### config.mk
export PLATFORM = sky130hd
export DESIGN_NAME = microprogram_debug_console
export DESIGN_NICKNAME = d
export VERILOG_FILES = /design/src/verilog/microprogram_debug_console.v /design/src/verilog/cs_parity_check.v
export VERILOG_INCLUDE_DIRS = /design/src /design/src/include
export SDC_FILE = /design/constraint.sdc
export NUM_CORES = 1
export LEC_CHECK = 0
export ABC_AREA = 1
export BUFFER_PORTS_ARGS = -buffer_cell sky130_fd_sc_hd__buf_2
export CORE_MARGIN = 4
export CORE_UTILIZATION = 41
export CTS_BUF_LIST = sky130_fd_sc_hd__clkbuf_8
export DETAILED_ROUTE_END_ITERATION = 10
export PLACE_DENSITY = 0.75
export SLEW_MARGIN = 20
export SYNTH_ARGS = -nofsm -noshare
export SYNTH_HDL_FRONTEND = slang
export SYNTH_SLANG_ARGS = --single-unit
export TNS_END_PERCENT = 20
### constraint.sdc
create_clock -name clk -period 3.5 [get_ports clk]
set_clock_uncertainty 0.1 [all_clocks]
set_input_delay 0.7 -clock clk [delete_from_list [all_inputs] [get_ports clk]]
set_output_delay 0.7 -clock clk [all_outputs]
set_load 0.02 [all_outputs]
### src/include/debug_console_defines.vh
/*
  Constants for the microprogram debug console: register offsets, field
  positions, trap vectors and sequencing codes.
  Assumes inclusion by bare name from files under verilog/.
*/
`ifndef DEBUG_CONSOLE_DEFINES_VH
`define DEBUG_CONSOLE_DEFINES_VH

// register byte offsets
`define OFS_CTRL 8'h00
`define OFS_SW_INSTR 8'h04
`define OFS_CMP_ADDR 8'h08
`define OFS_STATUS 8'h0C
`define OFS_VIEW_INSTR 8'h10
`define OFS_VIEW_ADDR 8'h14

// control register fields
`define CTRL_INSTR_SRC 0
`define CTRL_ADDR_SRC 1
`define CTRL_CMP_EN 2
`define CTRL_RUN_MODE 3
`define CTRL_STEP 8
`define CTRL_STOP 9

// status register fields
`define ST_CS_PERR 0
`define ST_DS_PERR 1
`define ST_CMP_HALT 2
`define ST_RUNNING 3

// view register field positions
`define VIEW_ACC_LSB 16
`define VIEW_ACC_MSB 23

// manual word pattern that routes instruction bits to address lines
// only the upper six bits of the 5C pattern are decoded, so bits 17:16 stay address bits
`define BRANCH_OP 6'h17
`define BRANCH_LSB 18
`define BRANCH_MSB 23

// hardware trap vectors
`define TRAP_CS_PERR 16'h8000
`define TRAP_DS_PERR 16'h8002

// sequencer states
`define SEQ_HOLD 2'h0
`define SEQ_STEP 2'h1
`define SEQ_RUN 2'h2

`endif

### src/verilog/microprogram_debug_console.v
/*
  Microprogram debug console: instruction override, step/run sequencing,
  address compare halt, control and data store parity traps, APB registers.
  Assumes the processor advances one microcycle on each clock where
  cpu_run is high and holds all state otherwise.
*/
//
// Contract
// - switch word replaces control store when selected
// - override applied after instruction latches
// - switch up gives one, down zero
// - 5C word maps bits to address lines
// - step mode runs one cycle per press
// - run mode press starts continuous cycling
// - selector picks data or control address
// - compare target taken from address switches
// - compare enabled halts on address match
// - step resumes; halts only on next access
// - parity valid: one group or all three
// - control store parity error traps 8000
// - data store parity error traps 8002
`timescale 1ns/1ns
`include "debug_console_defines.vh"
module microprogram_debug_console (
  // clock and reset
  input wire clk,
  input wire srst,
  // apb slave
  input wire psel,
  input wire penable,
  input wire pwrite,
  input wire [7:0] paddr,
  input wire [31:0] pwdata,
  output reg [31:0] prdata,
  output wire pready,
  output wire pslverr,
  // processor side
  input wire [23:0] cs_instr_in,
  input wire [15:0] cs_addr_in,
  input wire [15:0] ds_addr_in,
  input wire [7:0] acc_in,
  input wire read_load,
  input wire [8:0] read_data_high_byte,
  input wire [8:0] read_data_low_byte,
  output wire cpu_run,
  output wire [23:0] instr_out,
  output wire trap_req,
  output wire [15:0] trap_addr,
  // operator indicators
  output wire [23:0] ind_instr,
  output wire [15:0] ind_addr,
  output wire [7:0] ind_acc
);
  reg instr_src_ff;
  reg addr_src_ff;
  reg cmp_en_ff;
  reg run_mode_ff;
  reg [23:0] sw_instr_ff;
  reg [15:0] cmp_addr_ff;
  reg [23:0] latch_ff;
  reg [23:0] instr_out_ff;
  reg [1:0] seq_ff;
  reg [1:0] nxt_seq;
  reg skip_ff;
  reg cmp_halt_ff;
  reg cs_perr_ff;
  reg ds_perr_ff;
  reg trap_req_ff;
  reg [15:0] trap_addr_ff;
  reg ran_ff;
  reg [23:0] ind_instr_ff;
  reg [15:0] ind_addr_ff;
  reg [7:0] ind_acc_ff;

  wire wr_en;
  wire rd_en;
  wire addr_ok;
  wire step_press;
  wire stop_press;
  wire [15:0] mon_addr;
  wire hit;
  wire cs_err;
  wire ds_err;

  // maps a 5C-pattern word onto the sixteen address lines
  function [15:0] branch_map;
    input [23:0] w;
    begin
      branch_map = {w[7:2], w[17:8]};
    end
  endfunction

  function is_mapped;
    input [7:0] a;
    begin
      is_mapped = (a == `OFS_CTRL) || (a == `OFS_SW_INSTR) || (a == `OFS_CMP_ADDR) ||
                  (a == `OFS_STATUS) || (a == `OFS_VIEW_INSTR) || (a == `OFS_VIEW_ADDR);
    end
  endfunction

  // zero wait states: read data is prepared during the setup phase
  assign pready = 1'b1;
  assign addr_ok = is_mapped(paddr);
  assign pslverr = psel && penable && !addr_ok;
  assign wr_en = psel && penable && pwrite && addr_ok;
  assign rd_en = psel && !penable && !pwrite;
  assign step_press = wr_en && (paddr == `OFS_CTRL) && pwdata[`CTRL_STEP];
  assign stop_press = wr_en && (paddr == `OFS_CTRL) && pwdata[`CTRL_STOP];

  // operator switch registers
  always @(posedge clk) begin
    if (srst) begin
      instr_src_ff <= 1'b0;
      addr_src_ff <= 1'b0;
      cmp_en_ff <= 1'b0;
      run_mode_ff <= 1'b1;
      sw_instr_ff <= 24'h000000;
      cmp_addr_ff <= 16'h0000;
    end else if (wr_en) begin
      case (paddr)
        `OFS_CTRL: begin
          instr_src_ff <= pwdata[`CTRL_INSTR_SRC];
          addr_src_ff <= pwdata[`CTRL_ADDR_SRC];
          cmp_en_ff <= pwdata[`CTRL_CMP_EN];
          run_mode_ff <= pwdata[`CTRL_RUN_MODE];
        end
        `OFS_SW_INSTR: sw_instr_ff <= pwdata[23:0];
        `OFS_CMP_ADDR: cmp_addr_ff <= pwdata[15:0];
        default: ;
      endcase
    end
  end

  always @(posedge clk) begin
    if (srst) begin
      prdata <= 32'h00000000;
    end else if (rd_en) begin
      case (paddr)
        `OFS_CTRL: prdata <= {28'h0000000, run_mode_ff, cmp_en_ff, addr_src_ff, instr_src_ff};
        `OFS_SW_INSTR: prdata <= {8'h00, sw_instr_ff};
        `OFS_CMP_ADDR: prdata <= {16'h0000, cmp_addr_ff};
        `OFS_STATUS: prdata <= {28'h0000000, (seq_ff == `SEQ_RUN), cmp_halt_ff,
                                ds_perr_ff, cs_perr_ff};
        `OFS_VIEW_INSTR: prdata <= {8'h00, ind_instr_ff};
        `OFS_VIEW_ADDR: prdata <= {8'h00, ind_acc_ff, ind_addr_ff};
        default: prdata <= 32'h00000000;
      endcase
    end
  end

  // monitored address follows the source selector
  assign mon_addr = addr_src_ff ? cs_addr_in : ds_addr_in;
  // the first cycle after a resume is skipped so the same access cannot re-halt
  assign hit = cmp_en_ff && !skip_ff && (mon_addr == cmp_addr_ff);
  // processor only advances when allowed; otherwise its state is frozen
  assign cpu_run = ((seq_ff == `SEQ_RUN) && !hit) || (seq_ff == `SEQ_STEP);

  always @* begin
    nxt_seq = seq_ff;
    case (seq_ff)
      `SEQ_HOLD: begin
        if (step_press) begin
          // the press rewrites the mode bit, so the mode written with it decides
          nxt_seq = pwdata[`CTRL_RUN_MODE] ? `SEQ_RUN : `SEQ_STEP;
        end
      end
      `SEQ_STEP: nxt_seq = `SEQ_HOLD;
      `SEQ_RUN: begin
        if (hit || stop_press || !run_mode_ff) begin
          nxt_seq = `SEQ_HOLD;
        end
      end
      default: nxt_seq = `SEQ_HOLD;
    endcase
  end

  // after reset the console waits for a step press before releasing the cpu
  always @(posedge clk) begin
    if (srst) begin
      seq_ff <= `SEQ_HOLD;
      skip_ff <= 1'b0;
      cmp_halt_ff <= 1'b0;
    end else begin
      seq_ff <= nxt_seq;
      if (seq_ff == `SEQ_HOLD && step_press) begin
        skip_ff <= 1'b1;
        cmp_halt_ff <= 1'b0;
      end else if (cpu_run) begin
        skip_ff <= 1'b0;
      end
      if (seq_ff == `SEQ_RUN && hit) begin
        cmp_halt_ff <= 1'b1;
      end
    end
  end

  // instruction latch, then the switch word substitutes behind it
  always @(posedge clk) begin
    if (srst) begin
      latch_ff <= 24'h000000;
      instr_out_ff <= 24'h000000;
    end else begin
      if (cpu_run) begin
        latch_ff <= cs_instr_in;
      end
      instr_out_ff <= instr_src_ff ? sw_instr_ff : latch_ff;
    end
  end
  assign instr_out = instr_out_ff;

  cs_parity_check u_parity (
    .instr_word(instr_out_ff),
    .read_data_high_byte(read_data_high_byte),
    .read_data_low_byte(read_data_low_byte),
    .control_store_parity_error(cs_err),
    .data_store_parity_error(ds_err)
  );

  // traps are raised only on executed cycles; control store error has priority
  always @(posedge clk) begin
    if (srst) begin
      trap_req_ff <= 1'b0;
      trap_addr_ff <= 16'h0000;
      cs_perr_ff <= 1'b0;
      ds_perr_ff <= 1'b0;
    end else begin
      trap_req_ff <= 1'b0;
      if (cpu_run && cs_err) begin
        trap_req_ff <= 1'b1;
        trap_addr_ff <= `TRAP_CS_PERR;
      end else if (cpu_run && read_load && ds_err) begin
        trap_req_ff <= 1'b1;
        trap_addr_ff <= `TRAP_DS_PERR;
      end
      // sticky flags: a new error wins over a clear in the same cycle
      if (cpu_run && cs_err) begin
        cs_perr_ff <= 1'b1;
      end else if (wr_en && paddr == `OFS_STATUS && pwdata[`ST_CS_PERR]) begin
        cs_perr_ff <= 1'b0;
      end
      if (cpu_run && read_load && ds_err) begin
        ds_perr_ff <= 1'b1;
      end else if (wr_en && paddr == `OFS_STATUS && pwdata[`ST_DS_PERR]) begin
        ds_perr_ff <= 1'b0;
      end
    end
  end
  assign trap_req = trap_req_ff;
  assign trap_addr = trap_addr_ff;

  // indicators follow the cycle just executed and stay frozen while held, except while the switch word is selected
  always @(posedge clk) begin
    if (srst) begin
      ran_ff <= 1'b0;
      ind_instr_ff <= 24'h000000;
      ind_addr_ff <= 16'h0000;
      ind_acc_ff <= 8'h00;
    end else begin
      ran_ff <= cpu_run;
      ind_instr_ff <= instr_out_ff;
      if (ran_ff || instr_src_ff) begin
        if (instr_src_ff && instr_out_ff[`BRANCH_MSB:`BRANCH_LSB] == `BRANCH_OP) begin
          ind_addr_ff <= branch_map(instr_out_ff);
        end else begin
          ind_addr_ff <= mon_addr;
        end
        ind_acc_ff <= acc_in;
      end
    end
  end
  assign ind_instr = ind_instr_ff;
  assign ind_addr = ind_addr_ff;
  assign ind_acc = ind_acc_ff;
endmodule // microprogram_debug_console

### src/verilog/cs_parity_check.v
/*
  Parity checks for the debug console: three odd-parity groups of the
  issued control store word, and odd parity of the two read data bytes.
  Assumes each 9-bit read byte carries its parity in bit 8.
*/
`timescale 1ns/1ns
module cs_parity_check (
  // control store word as issued
  input wire [23:0] instr_word,
  // read data bytes with parity
  input wire [8:0] read_data_high_byte,
  input wire [8:0] read_data_low_byte,
  // results
  output wire control_store_parity_error,
  output wire data_store_parity_error
);
  wire [2:0] odd_grp;

  assign odd_grp[0] = ^instr_word[7:0];
  assign odd_grp[1] = ^instr_word[15:8];
  assign odd_grp[2] = ^instr_word[23:16];

  // one group high or all three high is valid
  assign control_store_parity_error = !((odd_grp == 3'h1) || (odd_grp == 3'h2) ||
                                        (odd_grp == 3'h4) || (odd_grp == 3'h7));

  assign data_store_parity_error = !(^read_data_high_byte) || !(^read_data_low_byte);
endmodule // cs_parity_check

==> metrics.md, run 1 <==
| Metric | Value |
|---|---|
| Initial Util | 41.8% |
| Top delay family on crit path | simple AND/OR/NAND/NOR gates |
| Post-CTS Hold Buffers | 0 |
| Cell mode on critical path | nand2_1 |
| Final min period | 3.26 ns |
| Final net count | 1,526 |
| Status | finished clean |
| Crit path DAT | 2.46 ns |
| Total Wirelength | 26.7 mm |
| Max frequency | 307 MHz |
| R2r worst-path depth | 14 |
| Die height | 149 um |
| Register bit total from synthesis | 174 |
| Register area share after synthesis | 42.7% |
| CP max stage delay | 0.46 ns |
| Vias in the first global route | 7,386 |
| Root Buffer | clkbuf_8 |
| Share of cells above drive strength 1 | 20.2% |
| Slew @ Worst Pin | 0.898 ns |
| Clk_lat worst skew | 0.46 ns |
| CTS tree | done |
| Setup bufs post-CTS | 0 |
| Grt ovf | 0 |
| Cts repair resizes | 0 |
| Leak pwr | 4.74 nW |
| Worst VDD drop | 217 uV |
| Int Power | 2.74 mW |
| Syn avg cell area | 6.78 um^2 |
| Die footprint | 22,200 um^2 |
| GP Congestion | 0.950 |
| Global-route wire length before repair | 40.3 mm |
| HP Class | in2reg |
| Critical path cell sequence | buf_4 > nand2_1 > o21ai_1 > nand2_1 > nand2_1 > nand2_1 > nor2_1 > nand3_1 > nand2_1 > nand2_2 > buf_2 |
| Net Switching | 0.943 mW |
| Tcrit/Tclk final | 93.2% |
| Total global-route track usage | 23.5% |
| DR vias/cell | 4.98 |
| Diode count | 0 |
| # DRC | 0 |
| Slew Limit Headroom | 40.2% |
| Critical path's slowest cell | dfxtp_2 |
| Initial antenna violation count | 0 |
| R2R Setup Slk | 0.68 ns |
| Clock share of power | 39.4% |
| DR vias | 8,330 |
| Core ar. | 19,500 um^2 |
| Post-synth top area share | 42.7% |
| Mapped cell area | 8150 um^2 |
| Starting DRT DRC Count | 665 |
| PortBufs | 220 |
| Post-synth cell types | 35 |
| Slew Viols, Final | 0 |
| Startpoint types | register |
| CTS buffer count | 17 |
| Setup repair after global routing missed its margin | false |
| Seq pwr share | 53.8% |
| Top cell type by total area after synthesis | dfxtp_1 |
| Post-synthesis cell count | 1,203 |
| Crit. End Element | primary output |
| Fill count | 2,022 |
| Synth warnings | 0 |
| Crit path kind | reg2out |
| Avg WL per Cell | 15.9 um |
| Final Setup Violations | 0 |
| Worst endpoint required time | 2.70 ns |
| Detailed placement HPWL | 20.7 mm |
| CP bufs+invs | 2 |
| Largest net degree at the start of global routing | 84 |
| CTS HTree Levels | 4 |
| Area growth syn-to-layout | 19.3% |
| Comb power frac | 6.8% |
| Clock buffer depth | 2 |
| FP Rows | 51 |
| CTS clk-pin slew, worst paths | 0.09 ns |
| Max cap viols | 0 |
| Drt pass-1 iters | 6 |
| Commonest non-fill, non-tap cell in the layout | nand2_1 |
| Levels on crit path | 11 |
| Final ANT Viol Nets | 0 |
| Cell Pwr Density | 379 nW/um^2 |
| Hold Crit Depth | 3 |
| Top post-synthesis cells by area | dfxtp_1, nand2_1, nor2_1, o21ai_0, inv_1 |
| CTS Sinks | 174 |
| Most frequent cells in the layout | nand2_1, buf_2, nor2_1 |
| Critical Path Fanout Max | 19 |
| Die width | 149 um |
| Final hold vios | 0 |
| Final Util | 49.8% |
| Net Sw Frac | 25.6% |
| IO Count | 252 |
| Setup TNS | 0 ns |
cell families after synthesis:
family	share of synthesized area [%]
simple gates	26.8
fa+ha+maj	0.460
xor+xnor	1.61
flops	42.7
buf+inv	11.6
other cells	0.0921
compound gates	16.7
layout make-up:
| type | count | area, um^2 | share of cell area (%) |
|---|---|---|---|
| inverter | 132 | 498 | 5.12 |
| clock buffer | 18 | 248 | 2.55 |
| sequential | 174 | 3480 | 35.8 |
| multi-input combinational | 839 | 3810 | 39.2 |
| clock inverter | 14 | 158 | 1.62 |
| tap | 265 | 332 | 3.41 |
| timing repair buffer | 231 | 1200 | 12.3 |
routing by layer:
metal / wire [um] / track usage (%) / vias up
li1: - / - / 4186
met1: 11500 / 31.4 / 3696
met2: 11600 / 35.8 / 399
met3: 2750 / 6.78 / 49
met4: 858 / 9.20 / 0
met5: 0 / 0 / -
worst reg2reg max path, cell delays in order (launching register included):
cell,delay (ns)
dfxtp_2,0.46
buf_4,0.26
nand2_1,0.10
o21ai_1,0.12
nand2_1,0.07
nand2_1,0.07
nand2_1,0.06
nor2_1,0.21
nand3_1,0.15
nand2_1,0.09
nand2_2,0.18
buf_4,0.28
inv_2,0.38
nand2_1,0.10
a21oi_1,0.13
synth_stat cells:
library cell / count
a21oi_1: 85
a221oi_1: 4
a41oi_1: 1
buf_2: 5
buf_4: 27
buf_6: 6
clkbuf_1: 41
clkinv_1: 4
conb_1: 2
dfxtp_1: 174
ha_1: 3
inv_1: 124
inv_2: 3
inv_4: 1
nand2_1: 278
nand2_2: 6
nand2b_1: 2
nand3_1: 54
nand3_2: 1
nand3b_1: 3
nand4_1: 8
nor2_1: 182
nor2_2: 3
nor2_4: 1
nor3_1: 2
nor4_1: 1
o2111ai_1: 6
o211ai_1: 6
o21ai_0: 122
o21ai_1: 23
o221ai_1: 6
o22ai_1: 3
or2_2: 1
xnor2_1: 9
xor2_1: 6
per-stage QoR:
step                      area [um^2]  instances  total power, mW  hold WS, ns  setup WS, ns
after floorplan                  8230       1224             2.18        0.339          1.05
after global placement           9320       1641             2.27        0.333         0.539
after CTS                        9730       1673             3.71        0.328        0.0718
final                            9730       1673             3.69        0.352         0.238
after detailed placement         9320       1641             2.28        0.336         0.445
after global routing             9730       1673             3.82        0.339        0.0685
state kept, by name, summed over array words and instances (netlist names), 2 cells and up:
name / count
ind_instr: 24
instr_out: 24
latch_ff: 24
prdata: 24
sw_instr_ff: 24
cmp_addr_ff: 16
ind_addr: 16
ind_acc: 8
seq_ff: 2
trap_addr: 2
power groups by stage:
stage | combinational (mW) | sequential, mW | clock [mW]
after floorplan | 0.149 | 2.03 | 0
after global placement | 0.245 | 2.03 | 0
after detailed placement | 0.249 | 2.03 | 0
after CTS | 0.249 | 1.98 | 1.48
after global routing | 0.276 | 1.98 | 1.56
final | 0.249 | 1.98 | 1.45
final timing paths:
path | start | to
setup reg to reg | addr_src_ff$_SDFFE_PP0N_ | skip_ff$_SDFFE_PP0P_
hold reg to reg | instr_out[22]$_SDFF_PP0_ | ind_instr[22]$_SDFF_PP0_
setup / recovery | addr_src_ff$_SDFFE_PP0N_ | cpu_run
hold / removal | cs_instr_in[13] | latch_ff[13]$_SDFFE_PP0P_
Note: power is estimated with default switching activity, not from simulation.
==> run 2: changes to the inputs <==
clock period = 4.2 ns   (was 3.5 ns; I/O delays follow)
==> run 2 against run 1 <==
- utilization barely moved
- cell count barely moved
- routed wire length rose by 1.6%
- critical path type unchanged
- critical endpoint unchanged
- clock-buffer cell count fell by 1
- largest power group unchanged
- sequential power fell by 17%
- clock power fell by 16%
- sequential cell count did not move
- via count fell by 0.34%
- highest routed layer unchanged
- hold slack got worse by 0.0054 ns
==> metrics.md, run 2 (synthesized netlist as in run 1, its figures left out) <==
| Metric | Value |
|---|---|
| Status | finished clean |
| Area growth syn-to-layout | 19.3% (about the same) |
| Die height | 149 um (unchanged) |
| Initial antenna violation count | 0 (unchanged) |
| Total Wirelength | 27.1 mm (+1.6%) |
| Setup repair after global routing missed its margin | false |
| Startpoint types | register |
| Final hold vios | 0 (unchanged) |
| Final min period | 3.61 ns |
| Core ar. | 19,500 um^2 (unchanged) |
| Pwr Total | 3.08 mW (-16%) |
| Die width | 149 um (unchanged) |
| Root Buffer | clkbuf_8 |
| Net Switching | 0.807 mW (-14%) |
| Hold_sp | instr_out[22]$_SDFF_PP0_ |
| Largest net degree at the start of global routing | 84 (unchanged) |
| Die footprint | 22,200 um^2 (unchanged) |
| Tcrit/Tclk final | 86.0% |
| Worst R2R End | skip_ff$_SDFFE_PP0P_ |
| CTS HTree Levels | 4 (unchanged) |
| DR vias | 8,302 (-0.34%) |
| Leak pwr | 4.74 nW (about the same) |
| Slew Viols, Final | 0 (unchanged) |
| CTS clk-pin slew, worst paths | 0.10 ns (about the same) |
| Final Setup Violations | 0 (unchanged) |
| Global-route wire length before repair | 40.7 mm (+1.1%) |
| R2R Setup Slk | 1.09 ns (+0.41 ns) |
| DR vias/cell | 4.96 (-0.40%) |
| Total global-route track usage | 23.5% (+0.077 points) |
| Worst VDD drop | 202 uV (-6.9%) |
| Grt ovf | 0 (unchanged) |
| Final net count | 1,527 (+0.066%) |
| PortBufs | 220 (unchanged) |
| Final ANT Viol Nets | 0 (unchanged) |
| FP Rows | 51 (unchanged) |
| HP Class | reg2reg |
| Clock share of power | 39.7% (+0.3 points) |
| CP endpoint | cpu_run |
| CTS Sinks | 174 (unchanged) |
| Slew Limit Headroom | 32.8% (-7.4 points) |
| Cts repair resizes | 0 (unchanged) |
| Worst endpoint required time | 3.26 ns (+0.56 ns) |
| Critical Path Fanout Max | 21 (+2) |
| Detailed placement HPWL | 20.7 mm (+0.44%) |
| Fill count | 2,003 (-0.94%) |
| Max frequency | 277 MHz |
| Comb power frac | 6.7% (about the same) |
| CTS tree | done |
| Diode count | 0 (unchanged) |
| IO Count | 252 (unchanged) |
| Post-CTS Hold Buffers | 0 (unchanged) |
| Seq pwr share | 53.6% (-0.2 points) |
| Int Power | 2.28 mW (-17%) |
| # DRC | 0 (unchanged) |
| Crit path kind | reg2out |
| Post-route insts no fill | 1,674 (+0.060%) |
| Cell Pwr Density | 317 nW/um^2 (-16%) |
| Clock buffer depth | 2 (unchanged) |
| Drt pass-1 iters | 5 (-1) |
| Slew @ Worst Pin | 1.01 ns (+0.111 ns) |
| Most frequent cells in the layout | nand2_1, buf_2, nor2_1 |
| Final Util | 49.8% (about the same) |
| Net Sw Frac | 26.2% (+0.60 points) |
| Cells after DPL | 1,642 (+0.061%) |
| Vias in the first global route | 7,500 (+1.5%) |
| Initial Util | 41.8% (unchanged) |
| Clk_lat worst skew | 0.46 ns (about the same) |
| Commonest non-fill, non-tap cell in the layout | nand2_1 |
| Starting DRT DRC Count | 796 (+20%) |
| Setup crit start | addr_src_ff$_SDFFE_PP0N_ |
| Setup bufs post-CTS | 0 (unchanged) |
| Avg WL per Cell | 16.2 um (+1.5%) |
| R2r worst-path depth | 15 (+1) |
| Share of cells above drive strength 1 | 20.2% (about the same) |
| CTS buffer count | 17 (unchanged) |
| Setup TNS | 0 ns (unchanged) |
| Fin Hold WS | 0.347 ns (-0.00545 ns) |
| Crit. End Element | primary output |
| Crit path DAT | 2.67 ns (+0.21 ns) |
| Max cap viols | 0 (unchanged) |
| GP Congestion | 0.976 (+2.7%) |
| Reg-to-reg startpoint | addr_src_ff$_SDFFE_PP0N_ |
-- run 2: cell types whose count changed in the layout (fill, tap and decap cells not counted), sizes merged --
| cell | change |
|---|---|
| clkbuf | -1 |
| clkinv | -1 |
| inv | +2 |
| buf | +1 |
-- run 2: worst min-delay path by stage --
stage | end | cells past startpoint | slack (ns)
after floorplan | cs_perr_ff$_SDFFE_PP0P_ | 2 | 0.34
after global placement | ind_instr[22]$_SDFF_PP0_ | 2 | 0.34
after detailed placement | ind_instr[22]$_SDFF_PP0_ | 2 | 0.33
after CTS | ind_instr[22]$_SDFF_PP0_ | 2 | 0.35
after global routing | ind_instr[22]$_SDFF_PP0_ | 2 | 0.37
final | ind_instr[22]$_SDFF_PP0_ | 2 | 0.35
-- run 2: through the flow --
step	worst slack (ns)	cell area [um^2]
after floorplan	1.47	8230
after global placement	0.961	9320
after detailed placement	0.938	9320
after CTS	0.599	9720
after global routing	0.365	9720
final	0.589	9720
-- run 2: area by class of cell --
type / count / area, um^2 / share of cell area [%]
clock buffers: 17 / 234 / 2.41
clock inverters: 15 / 175 / 1.80
repair buffers: 232 / 1190 / 12.2
multi-input cells: 839 / 3810 / 39.2
inverters: 132 / 498 / 5.12
well taps: 265 / 332 / 3.41
flip-flops and latches: 174 / 3480 / 35.8
-- run 2: routing by layer --
layer  global-route usage [%]  wire length [um]  up-vias
met1                     32.1             11700     3692
met4                     6.64               642        0
li1                         -                 -     4173
met2                     36.8             12000      392
met3                     6.53              2800       45
met5                        0                 0        -
-- run 2: worst max-delay path, cell delays in order, from the launching register on --
cell and delay (ns):
dfxtp_1 0.81, inv_4 0.21, nand2_1 0.13, nand2_1 0.09, nand2_1 0.07, nand2_1 0.04
nor2_1 0.10, nand2_1 0.10, nor2_2 0.12, nand3_1 0.15, nand2_1 0.11, nand2_2 0.10
buf_2 0.18
-- run 2: power groups by stage --
stage               logic [mW]  clock network [mW]  registers, mW
floorplan                0.124                   0           1.69
global placement         0.203                   0           1.69
detailed placement       0.205                   0           1.69
CTS                      0.206                1.24           1.65
global route             0.230                1.31           1.65
finish                   0.207                1.22           1.65
==> run 3: changes to the inputs <==
BUFFER_PORTS_ARGS = -buffer_cell sky130_fd_sc_hd__buf_4   (was -buffer_cell sky130_fd_sc_hd__buf_2)
PLACE_DENSITY = 0.71   (was 0.75)
==> run 3 against run 2 <==
- via count up 0.24%
- non-clock buffer count up 2
- clock power up 4%
- sequential share of layout area down 2.0 points
- clock-buffer cell count up 1
- maximum frequency about the same
- die area unchanged
- critical path depth unchanged
- critical path type unchanged
- largest power group unchanged
- highest routed layer unchanged
==> metrics.md, run 3 (synthesized netlist as in run 1, its figures left out) <==
| Metric | Value |
|---|---|
| Worst VDD drop | 197 uV (-2.4%) |
| Grt ovf | 0 (unchanged) |
| HP Class | reg2reg |
| Total Wirelength | 27.3 mm (+0.61%) |
| Final Util | 52.8% (+3.0 points) |
| Max cap viols | 0 (unchanged) |
| Die height | 149 um (unchanged) |
| Clock buffer depth | 2 (unchanged) |
| Crit path kind | reg2out |
| DR vias | 8,322 (+0.24%) |
| Slew Limit Headroom | 38.6% (+5.8 points) |
| PortBufs | 220 (unchanged) |
| CTS tree | done |
| Setup bufs post-CTS | 0 (unchanged) |
| Global-route wire length before repair | 41.4 mm (+1.7%) |
| PnR worst setup slack | 0.586 ns (-0.00303 ns) |
| Cell Pwr Density | 306 nW/um^2 (-3.4%) |
| Setup repair after global routing missed its margin | false |
| Total global-route track usage | 24.1% (+0.52 points) |
| CTS clk-pin slew, worst paths | 0.09 ns (about the same) |
| IO Count | 252 (unchanged) |
| Setup TNS | 0 ns (unchanged) |
| Largest net degree at the start of global routing | 84 (unchanged) |
| CTS Sinks | 174 (unchanged) |
| Pre-CTS setup slack | 0.927 ns (-0.0106 ns) |
| Core ar. | 19,500 um^2 (unchanged) |
| Slew Viols, Final | 0 (unchanged) |
| CTS buffer count | 17 (unchanged) |
| Slew @ Worst Pin | 0.921 ns (-0.0870 ns) |
| GP Congestion | 0.921 (-5.6%) |
| Die width | 149 um (unchanged) |
| Most frequent cells in the layout | nand2_1, buf_4, nor2_1 |
| Post-CTS Hold Buffers | 0 (unchanged) |
| Root Buffer | clkbuf_8 |
| Drt pass-1 iters | 6 (+1) |
| R2R Setup Slk | 1.09 ns (about the same) |
| Starting DRT DRC Count | 655 (-18%) |
| Share of cells above drive strength 1 | 20.3% (+0.11 points) |
| Initial antenna violation count | 0 (unchanged) |
| Status | finished clean |
| Leak pwr | 4.85 nW (+2.3%) |
| Final Setup Violations | 0 (unchanged) |
| R2r worst-path depth | 15 (unchanged) |
| DR vias/cell | 4.97 (+0.12%) |
| CTS HTree Levels | 4 (unchanged) |
| Clk_lat worst skew | 0.46 ns (about the same) |
| Avg WL per Cell | 16.3 um (+0.49%) |
| Tcrit/Tclk final | 86.1% (about the same) |
| Startpoint types | register |
| FP Rows | 51 (unchanged) |
| Crit. End Element | primary output |
| Post-Layout Inst Area | 10,300 um^2 (+6.0%) |
| Fin Hold WS | 0.361 ns (+0.0139 ns) |
| Initial Util | 41.8% (unchanged) |
| Placed inst area | 9880 um^2 (+6.1%) |
| Cts repair resizes | 0 (unchanged) |
| Final ANT Viol Nets | 0 (unchanged) |
| Crit path DAT | 2.67 ns (about the same) |
| Die footprint | 22,200 um^2 (unchanged) |
| Area growth syn-to-layout | 26.5% |
| # DRC | 0 (unchanged) |
| Detailed placement HPWL | 21.1 mm (+1.7%) |
| Worst endpoint required time | 3.26 ns (about the same) |
| Critical Path Fanout Max | 22 (+4.8%) |
| Vias in the first global route | 7,612 (+1.5%) |
| Diode count | 0 (unchanged) |
| Commonest non-fill, non-tap cell in the layout | nand2_1 |
| Final net count | 1,529 (+0.13%) |
| Final hold vios | 0 (unchanged) |
| Max frequency | 277 MHz (about the same) |
| Final min period | 3.61 ns (+0.00303 ns) |
| Hold Crit Depth | 2 (unchanged) |
## run 3: layout make-up
class | instances | area, um^2
Clock buffer | 18 | 248
Sequential cell | 174 | 3480
Multi-Input combinational cell | 839 | 3810
Tap cell | 265 | 332
Timing Repair Buffer | 234 | 1760
Fill cell | 2021 | 9220
Inverter | 132 | 498
Clock inverter | 14 | 183
## run 3: path summary, 6_finish.rpt
path / from / end
max: addr_src_ff$_SDFFE_PP0N_ / cpu_run
min: instr_out[20]$_SDFF_PP0_ / ind_instr[20]$_SDFF_PP0_
max reg2reg: addr_src_ff$_SDFFE_PP0N_ / skip_ff$_SDFFE_PP0P_
min reg2reg: instr_out[20]$_SDFF_PP0_ / ind_instr[20]$_SDFF_PP0_
## run 3: routing by layer
metal | global-route usage (%) | wire [um] | share of wire [%]
met5 | 0 | 0 | 0
met3 | 5.38 | 2490 | 9.1
met1 | 32.9 | 11700 | 43
met2 | 37.1 | 12200 | 45
met4 | 9.52 | 887 | 3.3
## run 3: stage by stage
stage | cells | total power, mW
3_3_place_gp | 1644 | 1.93
6_report | 1676 | 3.16
5_1_grt | 1676 | 3.27
2_1_floorplan | 1224 | 1.82
4_1_cts | 1676 | 3.18
3_5_place_dp | 1644 | 1.93
## run 3: critical path: stages, from the launching register on
cell	delay (ns)
dfxtp_1	0.83
inv_4	0.21
nand2_1	0.13
nand2_1	0.08
nand2_1	0.06
nand2_1	0.05
nor2_1	0.14
nand2_1	0.12
nor2_2	0.11
nand3_1	0.11
nand2_1	0.10
nand2_2	0.10
buf_4	0.17
## run 3: report_power, final
| group | total [mW] | internal, mW | switching [mW] | leakage [nW] |
|---|---|---|---|---|
| clock network | 1.27 | 0.617 | 0.650 | 0.217 |
| logic | 0.239 | 0.109 | 0.130 | 3.23 |
| registers | 1.65 | 1.65 | 0.00168 | 1.40 |
